File: src/ppio_pkg.sv
// Constants, register map and field layout for the parallel port pin block.
// Assumes one 40 MHz clock and an AXI4-Lite master on the register side.
//
// Notes on behaviour
// - Pins grouped: data 8, control 4, status 5.
// - Data output mode: 12 outputs, 5 inputs.
// - Data input mode: 4 outputs, 13 inputs.
// - Bidirectional control mode: 12 outputs, 9 inputs.
// - Direction fixed after install; three modes only.
// - Up to eight ports, numbered from zero.
// - Location below sixteen is a port index.
// - No direction keyword means data output.
// - Missing port location flags configuration error.
// - Control pins driven always; sampled in bidirectional mode.
// - Status pins always inputs.
// - Data pins inputs only in input mode.
// - Each input gives true and inverted copies.
// - Per-output polarity flag inverts the pin.
// - Read strobe samples inputs, one or all ports.
// - Write strobe drives inverted outputs, one or all.
// - Reset strobe clears selected pins after delay.
// - Auto-clear select affects only output pins.
// - Idle bidirectional control pin reads one (here always driven, so it reads its written level, zero after reset).
package ppio_pkg;
    localparam int NPORT = 8;
    localparam int NDATA = 8;
    localparam int NCTRL = 4;
    localparam int NSTAT = 5;
    localparam int NOUT = NDATA + NCTRL;
    localparam int NIN = NDATA + NCTRL + NSTAT;
    localparam int CLK_PERIOD_NS = 25;
    localparam logic [3:0] INDEX_LIMIT = 4'hF;
    // Register byte offsets.
    localparam logic [7:0] REG_CONFIG = 8'h00;
    localparam logic [7:0] REG_STATUS = 8'h04;
    localparam logic [7:0] REG_STROBE = 8'h08;
    localparam logic [7:0] REG_PORTSEL = 8'h0C;
    localparam logic [7:0] REG_OUTVAL = 8'h10;
    localparam logic [7:0] REG_INVERT = 8'h14;
    localparam logic [7:0] REG_CLRSEL = 8'h18;
    localparam logic [7:0] REG_RSTTIME = 8'h1C;
    localparam logic [7:0] REG_INTRUE = 8'h20;
    localparam logic [7:0] REG_INNOT = 8'h24;
    // Field positions.
    localparam int CFG_LOC_LSB = 0;
    localparam int CFG_LOC_W = 16;
    localparam int CFG_HASLOC = 16;
    localparam int CFG_DIR_LSB = 17;
    localparam int STB_READ = 0;
    localparam int STB_WRITE = 1;
    localparam int STB_RESET = 2;
    localparam int STB_ALL = 3;
    localparam logic [1:0] RESP_OKAY = 2'b00;
    localparam logic [1:0] RESP_SLVERR = 2'b10;
    localparam logic [31:0] RESET_TIME_DEF = 32'h0000_0000;
    // Direction keyword as written by configuration software.
    typedef enum logic [1:0] {
        DIR_NONE = 2'b00,
        DIR_OUT = 2'b01,
        DIR_IN = 2'b11,
        DIR_X = 2'b10
    } dir_type;
endpackage : ppio_pkg

File: src/ppio_top.sv
// Parallel port pin logic for eight ports, each with data, control and
// status groups. Assumes an AXI4-Lite master and synchronous pin inputs
// only after two flip-flops.
//
// Added by the designer: the AXI4-Lite slave port and the placing of the registers.
`timescale 1ns/1ps
module ppio_top
    import ppio_pkg::*;
(
    input wire logic MCLK,
    input wire logic RST_B,
    input wire logic [7:0] S_AXI_AWADDR,
    input wire logic S_AXI_AWVALID,
    output logic S_AXI_AWREADY,
    input wire logic [31:0] S_AXI_WDATA,
    input wire logic [3:0] S_AXI_WSTRB,
    input wire logic S_AXI_WVALID,
    output logic S_AXI_WREADY,
    output logic [1:0] S_AXI_BRESP,
    output logic S_AXI_BVALID,
    input wire logic S_AXI_BREADY,
    input wire logic [7:0] S_AXI_ARADDR,
    input wire logic S_AXI_ARVALID,
    output logic S_AXI_ARREADY,
    output logic [31:0] S_AXI_RDATA,
    output logic [1:0] S_AXI_RRESP,
    output logic S_AXI_RVALID,
    input wire logic S_AXI_RREADY,
    input wire logic [NPORT*NDATA-1:0] DATA_IN,
    output logic [NPORT*NDATA-1:0] DATA_OUT,
    output logic [NPORT*NDATA-1:0] DATA_OE,
    input wire logic [NPORT*NCTRL-1:0] CTRL_IN,
    output logic [NPORT*NCTRL-1:0] CTRL_OUT,
    output logic [NPORT*NCTRL-1:0] CTRL_OE,
    input wire logic [NPORT*NSTAT-1:0] STAT_IN,
    output logic CFG_ERROR
);

    // ------------------------------------------------------------
    // Storage.
    // ------------------------------------------------------------
    logic [31:0] config_r [NPORT];
    logic [NOUT-1:0] outval_r [NPORT];
    logic [NOUT-1:0] invert_r [NPORT];
    logic [NOUT-1:0] clrsel_r [NPORT];
    logic [31:0] rsttime_r [NPORT];
    logic [NIN-1:0] in_true_r [NPORT];
    logic [NIN-1:0] in_not_r [NPORT];
    logic [31:0] wr_stamp_r [NPORT];
    logic [NPORT-1:0] installed_r;
    logic [NPORT-1:0] clr_pend_r;
    logic [NPORT-1:0] loc_err_r;
    logic [2:0] portsel_r;
    logic [31:0] ns_count_r;
    logic [NIN-1:0] sync1_r [NPORT];
    logic [NIN-1:0] sync2_r [NPORT];
    logic [NOUT-1:0] pin_r [NPORT];
    logic [NPORT*NDATA-1:0] data_out_nxt;
    logic [NPORT*NDATA-1:0] data_oe_nxt;
    logic [NPORT*NCTRL-1:0] ctrl_out_nxt;

    // Effective direction; missing keyword means data output.
    function automatic dir_type port_dir(input logic [31:0] cfg);
        dir_type d;
        d = dir_type'(cfg[CFG_DIR_LSB +: 2]);
        if (d == DIR_NONE) begin
            d = DIR_OUT;
        end
        return d;
    endfunction : port_dir

    // ------------------------------------------------------------
    // AXI4-Lite slave.
    // ------------------------------------------------------------
    logic aw_hold_r;
    logic w_hold_r;
    logic [7:0] awaddr_r;
    logic [31:0] wdata_r;
    logic [3:0] wstrb_r;
    logic wr_go;
    logic [31:0] wmask;
    logic [2:0] wsel;

    assign wr_go = aw_hold_r && w_hold_r && !S_AXI_BVALID;
    assign wmask = {{8{wstrb_r[3]}}, {8{wstrb_r[2]}}, {8{wstrb_r[1]}}, {8{wstrb_r[0]}}};
    assign wsel = portsel_r;

    // Address and data are caught independently, in either order.
    always_ff @(posedge MCLK or negedge RST_B) begin
        if (!RST_B) begin
            aw_hold_r <= 1'b0;
            w_hold_r <= 1'b0;
            awaddr_r <= 8'h00;
            wdata_r <= 32'h0000_0000;
            wstrb_r <= 4'h0;
            S_AXI_AWREADY <= 1'b0;
            S_AXI_WREADY <= 1'b0;
            S_AXI_BVALID <= 1'b0;
            S_AXI_BRESP <= RESP_OKAY;
        end else begin
            S_AXI_AWREADY <= !aw_hold_r && !S_AXI_AWREADY && !S_AXI_BVALID;
            S_AXI_WREADY <= !w_hold_r && !S_AXI_WREADY && !S_AXI_BVALID;
            if (S_AXI_AWVALID && S_AXI_AWREADY) begin
                aw_hold_r <= 1'b1;
                awaddr_r <= S_AXI_AWADDR;
                S_AXI_AWREADY <= 1'b0;
            end
            if (S_AXI_WVALID && S_AXI_WREADY) begin
                w_hold_r <= 1'b1;
                wdata_r <= S_AXI_WDATA;
                wstrb_r <= S_AXI_WSTRB;
                S_AXI_WREADY <= 1'b0;
            end
            if (wr_go) begin
                aw_hold_r <= 1'b0;
                w_hold_r <= 1'b0;
                S_AXI_BVALID <= 1'b1;
                S_AXI_BRESP <= (awaddr_r <= REG_INNOT) ? RESP_OKAY : RESP_SLVERR;
                S_AXI_AWREADY <= 1'b0;
                S_AXI_WREADY <= 1'b0;
            end else if (S_AXI_BVALID && S_AXI_BREADY) begin
                S_AXI_BVALID <= 1'b0;
            end
        end
    end

    // Read channel: one cycle from address to data.
    always_ff @(posedge MCLK or negedge RST_B) begin
        if (!RST_B) begin
            S_AXI_ARREADY <= 1'b0;
            S_AXI_RVALID <= 1'b0;
            S_AXI_RDATA <= 32'h0000_0000;
            S_AXI_RRESP <= RESP_OKAY;
        end else begin
            S_AXI_ARREADY <= !S_AXI_ARREADY && !S_AXI_RVALID;
            if (S_AXI_ARVALID && S_AXI_ARREADY) begin
                S_AXI_ARREADY <= 1'b0;
                S_AXI_RVALID <= 1'b1;
                S_AXI_RRESP <= RESP_OKAY;
                case (S_AXI_ARADDR)
                    REG_CONFIG: S_AXI_RDATA <= config_r[portsel_r];
                    REG_STATUS: S_AXI_RDATA <= {6'h00, loc_err_r, clr_pend_r, installed_r, CFG_ERROR, 1'b0};
                    REG_STROBE: S_AXI_RDATA <= 32'h0000_0000;
                    REG_PORTSEL: S_AXI_RDATA <= {29'h0000_0000, portsel_r};
                    REG_OUTVAL: S_AXI_RDATA <= {20'h00000, outval_r[portsel_r]};
                    REG_INVERT: S_AXI_RDATA <= {20'h00000, invert_r[portsel_r]};
                    REG_CLRSEL: S_AXI_RDATA <= {20'h00000, clrsel_r[portsel_r]};
                    REG_RSTTIME: S_AXI_RDATA <= rsttime_r[portsel_r];
                    REG_INTRUE: S_AXI_RDATA <= {15'h0000, in_true_r[portsel_r]};
                    REG_INNOT: S_AXI_RDATA <= {15'h0000, in_not_r[portsel_r]};
                    default: begin
                        S_AXI_RDATA <= 32'h0000_0000;
                        S_AXI_RRESP <= RESP_SLVERR;
                    end
                endcase
            end else if (S_AXI_RVALID && S_AXI_RREADY) begin
                S_AXI_RVALID <= 1'b0;
            end
        end
    end

    // ------------------------------------------------------------
    // Configuration and strobes.
    // ------------------------------------------------------------
    logic wr_strobe;
    logic [3:0] stb;
    assign wr_strobe = wr_go && (awaddr_r == REG_STROBE) && wstrb_r[0];
    assign stb = wr_strobe ? wdata_r[3:0] : 4'h0;

    // A configuration write is taken once per port; later writes are
    // ignored so the direction cannot flip under running hardware.
    always_ff @(posedge MCLK or negedge RST_B) begin
        if (!RST_B) begin
            for (int p = 0; p < NPORT; p++) begin
                config_r[p] <= 32'h0000_0000;
                outval_r[p] <= '0;
                invert_r[p] <= '0;
                clrsel_r[p] <= '0;
                rsttime_r[p] <= RESET_TIME_DEF;
            end
            installed_r <= '0;
            loc_err_r <= '0;
            portsel_r <= 3'h0;
        end else if (wr_go) begin
            case (awaddr_r)
                REG_CONFIG: begin
                    if (!installed_r[wsel]) begin
                        config_r[wsel] <= wdata_r & wmask;
                        installed_r[wsel] <= 1'b1;
                        loc_err_r[wsel] <= !wdata_r[CFG_HASLOC];
                    end
                end
                REG_PORTSEL: portsel_r <= wdata_r[2:0];
                REG_OUTVAL: outval_r[wsel] <= wdata_r[NOUT-1:0];
                REG_INVERT: invert_r[wsel] <= wdata_r[NOUT-1:0];
                REG_CLRSEL: clrsel_r[wsel] <= wdata_r[NOUT-1:0];
                REG_RSTTIME: rsttime_r[wsel] <= (rsttime_r[wsel] & ~wmask) | (wdata_r & wmask);
                default: ;
            endcase
        end
    end

    // Location error: some installed port's configuration gave no location.
    always_ff @(posedge MCLK or negedge RST_B) begin
        if (!RST_B) begin
            CFG_ERROR <= 1'b0;
        end else begin
            CFG_ERROR <= |loc_err_r;
        end
    end

    // Index form of the location; only informative, the port slot is fixed.
    logic [NPORT-1:0] loc_is_index;
    always_comb begin
        for (int p = 0; p < NPORT; p++) begin
            loc_is_index[p] = config_r[p][CFG_LOC_LSB +: CFG_LOC_W] <= 16'(INDEX_LIMIT);
        end
    end

    // ------------------------------------------------------------
    // Nanosecond time base and inputs.
    // ------------------------------------------------------------
    always_ff @(posedge MCLK or negedge RST_B) begin
        if (!RST_B) begin
            ns_count_r <= 32'h0000_0000;
        end else begin
            ns_count_r <= ns_count_r + 32'(CLK_PERIOD_NS);
        end
    end

    // Two-stage synchronisers; the first stage feeds only the second.
    always_ff @(posedge MCLK or negedge RST_B) begin
        if (!RST_B) begin
            for (int p = 0; p < NPORT; p++) begin
                sync1_r[p] <= '0;
                sync2_r[p] <= '0;
            end
        end else begin
            for (int p = 0; p < NPORT; p++) begin
                sync1_r[p] <= {STAT_IN[p*NSTAT +: NSTAT], CTRL_IN[p*NCTRL +: NCTRL], DATA_IN[p*NDATA +: NDATA]};
                sync2_r[p] <= sync1_r[p];
            end
        end
    end

    // Read strobe: capture inputs per mode; unused inputs read low/high.
    always_ff @(posedge MCLK or negedge RST_B) begin
        if (!RST_B) begin
            for (int p = 0; p < NPORT; p++) begin
                in_true_r[p] <= '0;
                in_not_r[p] <= '1;
            end
        end else if (stb[STB_READ]) begin
            for (int p = 0; p < NPORT; p++) begin
                if (stb[STB_ALL] || p == int'(portsel_r)) begin
                    logic [NIN-1:0] s;
                    s = sync2_r[p] & {{NSTAT{1'b1}},
                        {NCTRL{port_dir(config_r[p]) == DIR_X}},
                        {NDATA{port_dir(config_r[p]) == DIR_IN}}};
                    in_true_r[p] <= s;
                    in_not_r[p] <= ~s;
                end
            end
        end
    end

    // ------------------------------------------------------------
    // Output pins: write, timed auto-clear, and polarity.
    // ------------------------------------------------------------
    // Reset strobes before the delay has run simply wait for a later one.
    always_ff @(posedge MCLK or negedge RST_B) begin
        if (!RST_B) begin
            for (int p = 0; p < NPORT; p++) begin
                pin_r[p] <= '0;
                wr_stamp_r[p] <= 32'h0000_0000;
            end
            clr_pend_r <= '0;
        end else if (wr_go && awaddr_r == REG_INVERT && !installed_r[wsel]) begin
            pin_r[wsel] <= wdata_r[NOUT-1:0];
        end else begin
            for (int p = 0; p < NPORT; p++) begin
                if (stb[STB_ALL] || p == int'(portsel_r)) begin
                    if (stb[STB_WRITE]) begin
                        pin_r[p] <= outval_r[p] ^ invert_r[p];
                        wr_stamp_r[p] <= ns_count_r;
                        clr_pend_r[p] <= 1'b1;
                    end else if (stb[STB_RESET] && clr_pend_r[p]
                                 && (ns_count_r - wr_stamp_r[p]) >= rsttime_r[p]) begin
                        for (int b = 0; b < NOUT; b++) begin
                            if (clrsel_r[p][b] && (b >= NDATA || port_dir(config_r[p]) != DIR_IN)) begin
                                pin_r[p][b] <= invert_r[p][b];
                            end
                        end
                        clr_pend_r[p] <= 1'b0;
                    end
                end
            end
        end
    end

    // Data pins drive only outside input mode; control pins always drive.
    always_comb begin
        for (int p = 0; p < NPORT; p++) begin
            data_out_nxt[p*NDATA +: NDATA] = pin_r[p][NDATA-1:0];
            data_oe_nxt[p*NDATA +: NDATA] = {NDATA{port_dir(config_r[p]) != DIR_IN}};
            ctrl_out_nxt[p*NCTRL +: NCTRL] = pin_r[p][NOUT-1:NDATA];
        end
    end

    always_ff @(posedge MCLK or negedge RST_B) begin
        if (!RST_B) begin
            DATA_OUT <= '0;
            DATA_OE <= '0;
            CTRL_OUT <= '0;
            CTRL_OE <= '0;
        end else begin
            DATA_OUT <= data_out_nxt;
            DATA_OE <= data_oe_nxt;
            CTRL_OUT <= ctrl_out_nxt;
            CTRL_OE <= '1;
        end
    end

endmodule : ppio_top

File: config.mk
export PLATFORM = sky130hd
export DESIGN_NAME = ppio_top
export DESIGN_NICKNAME = d
export VERILOG_FILES = /design/src/ppio_pkg.sv /design/src/ppio_top.sv
export SDC_FILE = /design/constraint.sdc
export NUM_CORES = 2
export LEC_CHECK = 0
export BUFFER_PORTS_ARGS = -buffer_cell sky130_fd_sc_hd__buf_4
export CORE_ASPECT_RATIO = 0.5
export CORE_MARGIN = 2
export CORE_UTILIZATION = 55
export CTS_CLUSTER_DIAMETER = 50
export DETAILED_ROUTE_END_ITERATION = 8
export PLACE_DENSITY = 0.77
export SLEW_MARGIN = 40
export SYNTH_ARGS = -nofsm -noshare
export SYNTH_HDL_FRONTEND = slang
export SYNTH_SLANG_ARGS = --single-unit
File: constraint.sdc
create_clock -name MCLK -period 7.41 [get_ports MCLK]
set_input_delay 0 -clock MCLK [delete_from_list [all_inputs] [get_ports MCLK]]
set_output_delay 0 -clock MCLK [all_outputs]
set_load 0.05 [all_outputs]
### After elaboration in Yosys (flattened, before gate mapping)

Index checks and enable logic that the tools add are counted.

| operators by class | value |
|---|---|
| $add $sub $neg | 9 |
| order comparisons | 13 |
| equal/unequal tests | 54 |
| mux-type cells | 246 |
| bitwise gates (word level) | 32 |
| reductions and logical operators | 378 |

Operators with widths:

| cell | count |
|---|---|
| bitwise mux 256 bit | 2 |
| bitwise mux 96 bit | 4 |
| 2-to-1 mux 12 bit | 31 |
| AND reduction 3 bit | 113 |
| nonzero test 3 bit | 104 |
| case mux 32 bit (9 select lines) | 1 |
| >= comparator 32 bit | 8 |
| subtractor 32 bit | 8 |
| binary-select mux 32 bit (select 3 bit) | 2 |
| 2-to-1 mux 32 bit | 5 |
| bitwise AND 17 bit | 8 |
| NOT 17 bit | 8 |
| 2-to-1 mux 1 bit | 127 |
| 2-to-1 mux 2 bit | 58 |
| binary-select mux 12 bit (select 3 bit) | 3 |
| binary-select mux 17 bit (select 3 bit) | 2 |
| logical AND 1 bit | 98 |
| demux 32 bit (select 3 bit) | 1 |
| 2-to-1 mux 96 bit | 1 |
| bitwise XOR 12 bit | 8 |
| 2-to-1 mux 17 bit | 4 |
| bitwise AND 32 bit | 2 |
| equality test 8 x 5 -> 1 bit, second input constant | 8 |
| nonzero test 2 bit | 20 |
| other kinds (32) | 106 |

| word-level totals | value |
|---|---|
| flip-flop bits (word level) | 1997 |
| input port bits | 195 |
| output and inout port bits | 234 |
| word-level logic and storage cells | 938 |

### Longest topological paths before layout

| depth | value |
|---|---|
| depth in word-level cells | 18 |
| mapped depth | 26 |
| depth with buffers taken out | 25 |

### Least setup slack after synthesis

No wires, ideal clock.

| path | value |
|---|---|
| path kind | register -> register |
| start | reg ns_count_r[0] |
| end | reg pin_r, in the netlist ctrl_out_nxt[8] |
| setup time | 78 ps |
| data arrival time | 5147 ps |
| data required time | 7332 ps |
| slack | 2185 ps |
| stages on the path, launching flop included | 25 |
| buffers on the path | 1 |
| period minus slack after synthesis | 5225 ps |
| path through | dfrtp_1 > inv_1 > ha_1 > inv_1 > fa_1 > a211oi_1 > o21ai_0 > nand2_1 > nor3_1 > o41ai_1 > o21ai_0 > and4_1 > nor3_2 > xnor2_1 > ha_1 > a21o_1 > a21o_1 > a21o_1 > a211o_1 > a221oi_2 > nor3_1 > or2_2 > buf_2 > nand3_1 > o2bb2ai_1 |

| on the way | value |
|---|---|
| longest elaborated chain between the ends | 5 |

Ends and longest elaborated chain:

| item | line | text |
|---|---|---|
| start, declared | ppio_top.sv:54 | `logic [31:0] ns_count_r;` |
| start signal, assigned | ppio_top.sv:227 | `ns_count_r <= ns_count_r + 32'(CLK_PERIOD_NS);` |
| subtractor 32 bit | ppio_top.sv:288 | `&& (ns_count_r - wr_stamp_r[p]) >= rsttime_r[p]) begin` |
| >= comparator 32 bit | ppio_top.sv:288 |  |
| logical AND 1 bit | ppio_top.sv:288 |  |
| nonzero test 3 bit (no line) | n/a |  |
| AND reduction 3 bit (no line) | n/a |  |
| end signal, assigned by index | ppio_top.sv:279 | `pin_r[wsel] <= wdata_r[NOUT-1:0];` |
| end signal, assigned by index | ppio_top.sv:284 | `pin_r[p] <= outval_r[p] ^ invert_r[p];` |
| end signal, assigned by index | ppio_top.sv:291 | `pin_r[p][b] <= invert_r[p][b];` |
| end, declared | ppio_top.sv:57 | `logic [NOUT-1:0] pin_r [NPORT];` |

No other way between the ends.
A chain may end at the register's enable or synchronous reset.

### Worst setup path in the final report

| path | value |
|---|---|
| start | reg ns_count_r[0] |
| end | reg pin_r, in the netlist data_out_nxt[26] |

The elaborated chain is that of the path after synthesis.

==> reports/summary.txt <==
Via count -> 76.4k
Worst-path maximum fanout -> 12
Slew Limit Fails -> 0
Crit path largest cell delay -> 0.65 ns
Crit path kind -> reg -> reg
Synth Flop Type -> dfrtp_1
Die W -> 603 µm
Largest family of logic cells by synthesized area -> compound AO/OA/AOI/OAI gates
Async S/R FF share, synth -> 1.00
Worst-Margin Slew -> 1.02 ns
Sequential element share of the synthesized area -> 0.496
CP most frequent cell -> a21oi_1
First drt pass iteration count -> 7
Slew headroom -> 0.300
Mux cell area share after synthesis -> 0.125
Rows -> 109
Synth Area in Compound Gates -> 0.143
Pleak -> 52.1 nW
RSZ-0062 raised after global routing -> no
Min-delay worst type -> in -> reg
Simple-gate share of the synthesized area -> 0.0914
Synth top area cells -> dfrtp_1, ha_1, mux4_2
Vias in the first global route -> 75.9k
Worst Path Required -> 8.20 ns
Synth-to-Final Area Change -> 16.2%
Synthesis-stage register bit count -> 1946
Min cycle time layout -> 6.86 ns
M1 GR Usage -> 0.447
Post-synth top area share -> 0.460
Final Hold Vio Count -> 0
Post-synth cell types -> 88
Post-synth top area cell -> dfrtp_1
Routability cong. -> 1.02
Final setup fails -> 0
Met3 Use GR -> 0.0948
Root Buffer Master -> clkbuf_16
Pwr Density -> 221 nW/µm²
Starting DRT DRC Count -> 8925
Maximum VDD drop -> 0.201 mV
Arrival @ worst endpoint -> 7.65 ns
Most frequent cell after synthesis -> dfrtp_1
TritonCTS clock tree -> built
Vias per cell -> 6.19
Placed Cells incl. Taps -> 11.6k
Avg Synthesized Cell Area -> 10.7 µm²
Final period util -> 0.926
Largest net degree at the start of global routing -> 129
TritonCTS Buffers -> 187
Drt drc -> 0
Clk Latency, worst-skew pair -> 0.87 ns
Gr usage total -> 0.350
Initial antenna violation count -> 6
Synth cell count leaders -> dfrtp_1, nand2_1, o21ai_0
HPWL Detailed -> 222000 µm
Synth Warn # -> 0
Clock sinks -> 1946
Post-synthesis adder-cell area fraction -> 0.0657
Post-synth EDFFs -> 0
Fin nets -> 10.5k
Slowest cell on crit path -> o41ai_1
Crit-path cells -> inv_1, ha_1, inv_1, fa_1, a21o_1, a211o_1, a21oi_1, nor3_1, o41ai_1, a22oi_1, a41o_1, o21a_1, nor2_1, xnor2_1, ha_1, nand4_1, a211oi_1, o21ai_0, a21oi_1, o211a_1, and2_1, a211oi_1, a21oi_1
TNS Setup -> 0 ns
Most used routing layer -> met2
Status -> finished clean
Total grt overflow -> 0
Fmax -> 0.146 GHz
H-tree depth -> 4
Post-Syn Area -> 98500 µm²
GR Util met2 -> 0.540
Setup bufs post-CTS -> 0
DIE AREA -> 183000 µm²
Mapped Cells -> 9191
IO Port Bufs -> 426
CORE AREA -> 177000 µm²
Clock Skew -> 0.0668 ns
Drt wl/cell -> 26.0 µm
Max-cap viol count -> 0
CP Launch Type -> flop
Initial Utilization -> 0.556
Die height -> 303 µm
ANT nets after route -> 0
# IOs -> 429
Synth Area in XOR/XNOR -> 0.0300
Share of cells above drive strength 1 -> 0.187
Clk slew on worst S/H paths -> 0.07 ns
Final Non-Filler Cells -> 12.4k
Bufs on Longest Clock Path -> 4
First-pass GRT wire length -> 479000 µm
Drt total wl -> 321000 µm
Post-layout util -> 0.646
CP Capture Type -> flop
worst max-delay path: cells and delay by family, from the launching register on:
family | cells | cell delay, ns
AO/OA/AOI/OAI | 13 | 4.10
flip-flops | 1 | 0.45
adder cells (fa/ha/maj) | 3 | 0.98
buffers and inverters | 2 | 0.45
AND/OR/NAND/NOR | 4 | 0.72
XOR/XNOR | 1 | 0.10
through the flow:
step	power (mW)	hold WS (ns)	instance area, µm²	setup WS (ns)
after floorplan	13.1	-0.296	98600	2.19
after global placement	14.6	0.0797	103000	0.893
final	25.3	0.0601	115000	0.551
after detailed placement	14.7	0.0848	104000	0.755
after CTS	25.1	0.00368	114000	0.759
after global routing	25.9	0.0928	115000	0.228
where the power goes:
group,switching [mW],internal [mW],total [mW]
Sequential,0.418,11.0,11.4
Combinational,2.54,1.15,3.69
Clock,4.42,5.79,10.2
Total,7.37,17.9,25.3
what timing repair did:
action	4_1_cts	5_1_grt
endpoints found under the hold margin	999	0
gates resized for setup	0	0
endpoints found under the setup margin	0	0
hold buffers	427	0
flip-flops by register name (all words and copies together) (netlist names), 64 cells and up:
name and cells:
DATA_OUT 64, in_not_r 136, clrsel_r 96, outval_r 96, config_r 256, sync1_r 136
sync2_r 136, data_out_nxt 64, rsttime_r 256, in_true_r 136, wr_stamp_r 256, invert_r 96
layout make-up:
cell class | instances | area, µm²
fill | 13300 | 62800
sequential | 1946 | 48900
multi-input combinational | 6086 | 45200
timing repair buffer | 1010 | 8890
clock buffer | 257 | 5320
tap | 2386 | 2990
inverter | 585 | 2200
clock inverter | 78 | 1040
antenna | 4 | 10.0
path summary, 6_finish.rpt:
| path | startpoint | end | slack (ns) | depth (start not counted) |
|---|---|---|---|---|
| setup / recovery | ns_count_r[0] | data_out_nxt[26] | 0.55 | 23 |
| max in group asynchronous | RST_B | CTRL_OE[0] | 5.26 | 5 |
| min in group asynchronous | RST_B | in_not_r[80] | 0.50 | 3 |
| hold reg to reg | sync1_r[81] | sync2_r[81] | 0.31 | 0 |
| hold / removal | S_AXI_ARADDR[5] | S_AXI_RDATA[23] | 0.06 | 6 |
| setup reg to reg | ns_count_r[0] | data_out_nxt[26] | 0.55 | 23 |
cell families (layout without fill, tap and decap cells):
logic type | after synthesis | in the layout
mux | 838 | 838
compound gates | 2319 | 2319
buf+inv | 1160 | 1930
other cells | 2 | 7
xor+xnor | 337 | 337
flops | 1946 | 1946
simple gates | 2076 | 2076
fa+ha+maj | 513 | 513
metal layers:
layer | part of all wire | wire length [µm]
met5 | 0.000068 | 22
met4 | 0.068 | 21900
met2 | 0.45 | 144000
met1 | 0.38 | 122000
met3 | 0.10 | 33500
cells in the final DEF, fill, tap and decap left out, types with 78 or more instances in the layout:
cell type / netlist / routed
dfrtp_1: 1810 / 1806
nand2_1: 1242 / 1214
o21ai_0: 897 / 897
inv_1: 585 / 585
a21oi_1: 559 / 559
buf_4: 96 / 557
ha_1: 505 / 505
mux2_2: 445 / 445
dlygate4sd3_1: 0 / 426
nor2_1: 360 / 337
mux4_2: 270 / 270
xnor2_1: 237 / 237
a21o_1: 204 / 204
clkbuf_16: 0 / 191
dfstp_2: 136 / 136
mux2i_1: 123 / 117
xor2_1: 100 / 100
a22o_1: 97 / 97
a211oi_1: 79 / 79
nand4_1: 78 / 78
Power figures use the tool's default switching activity.
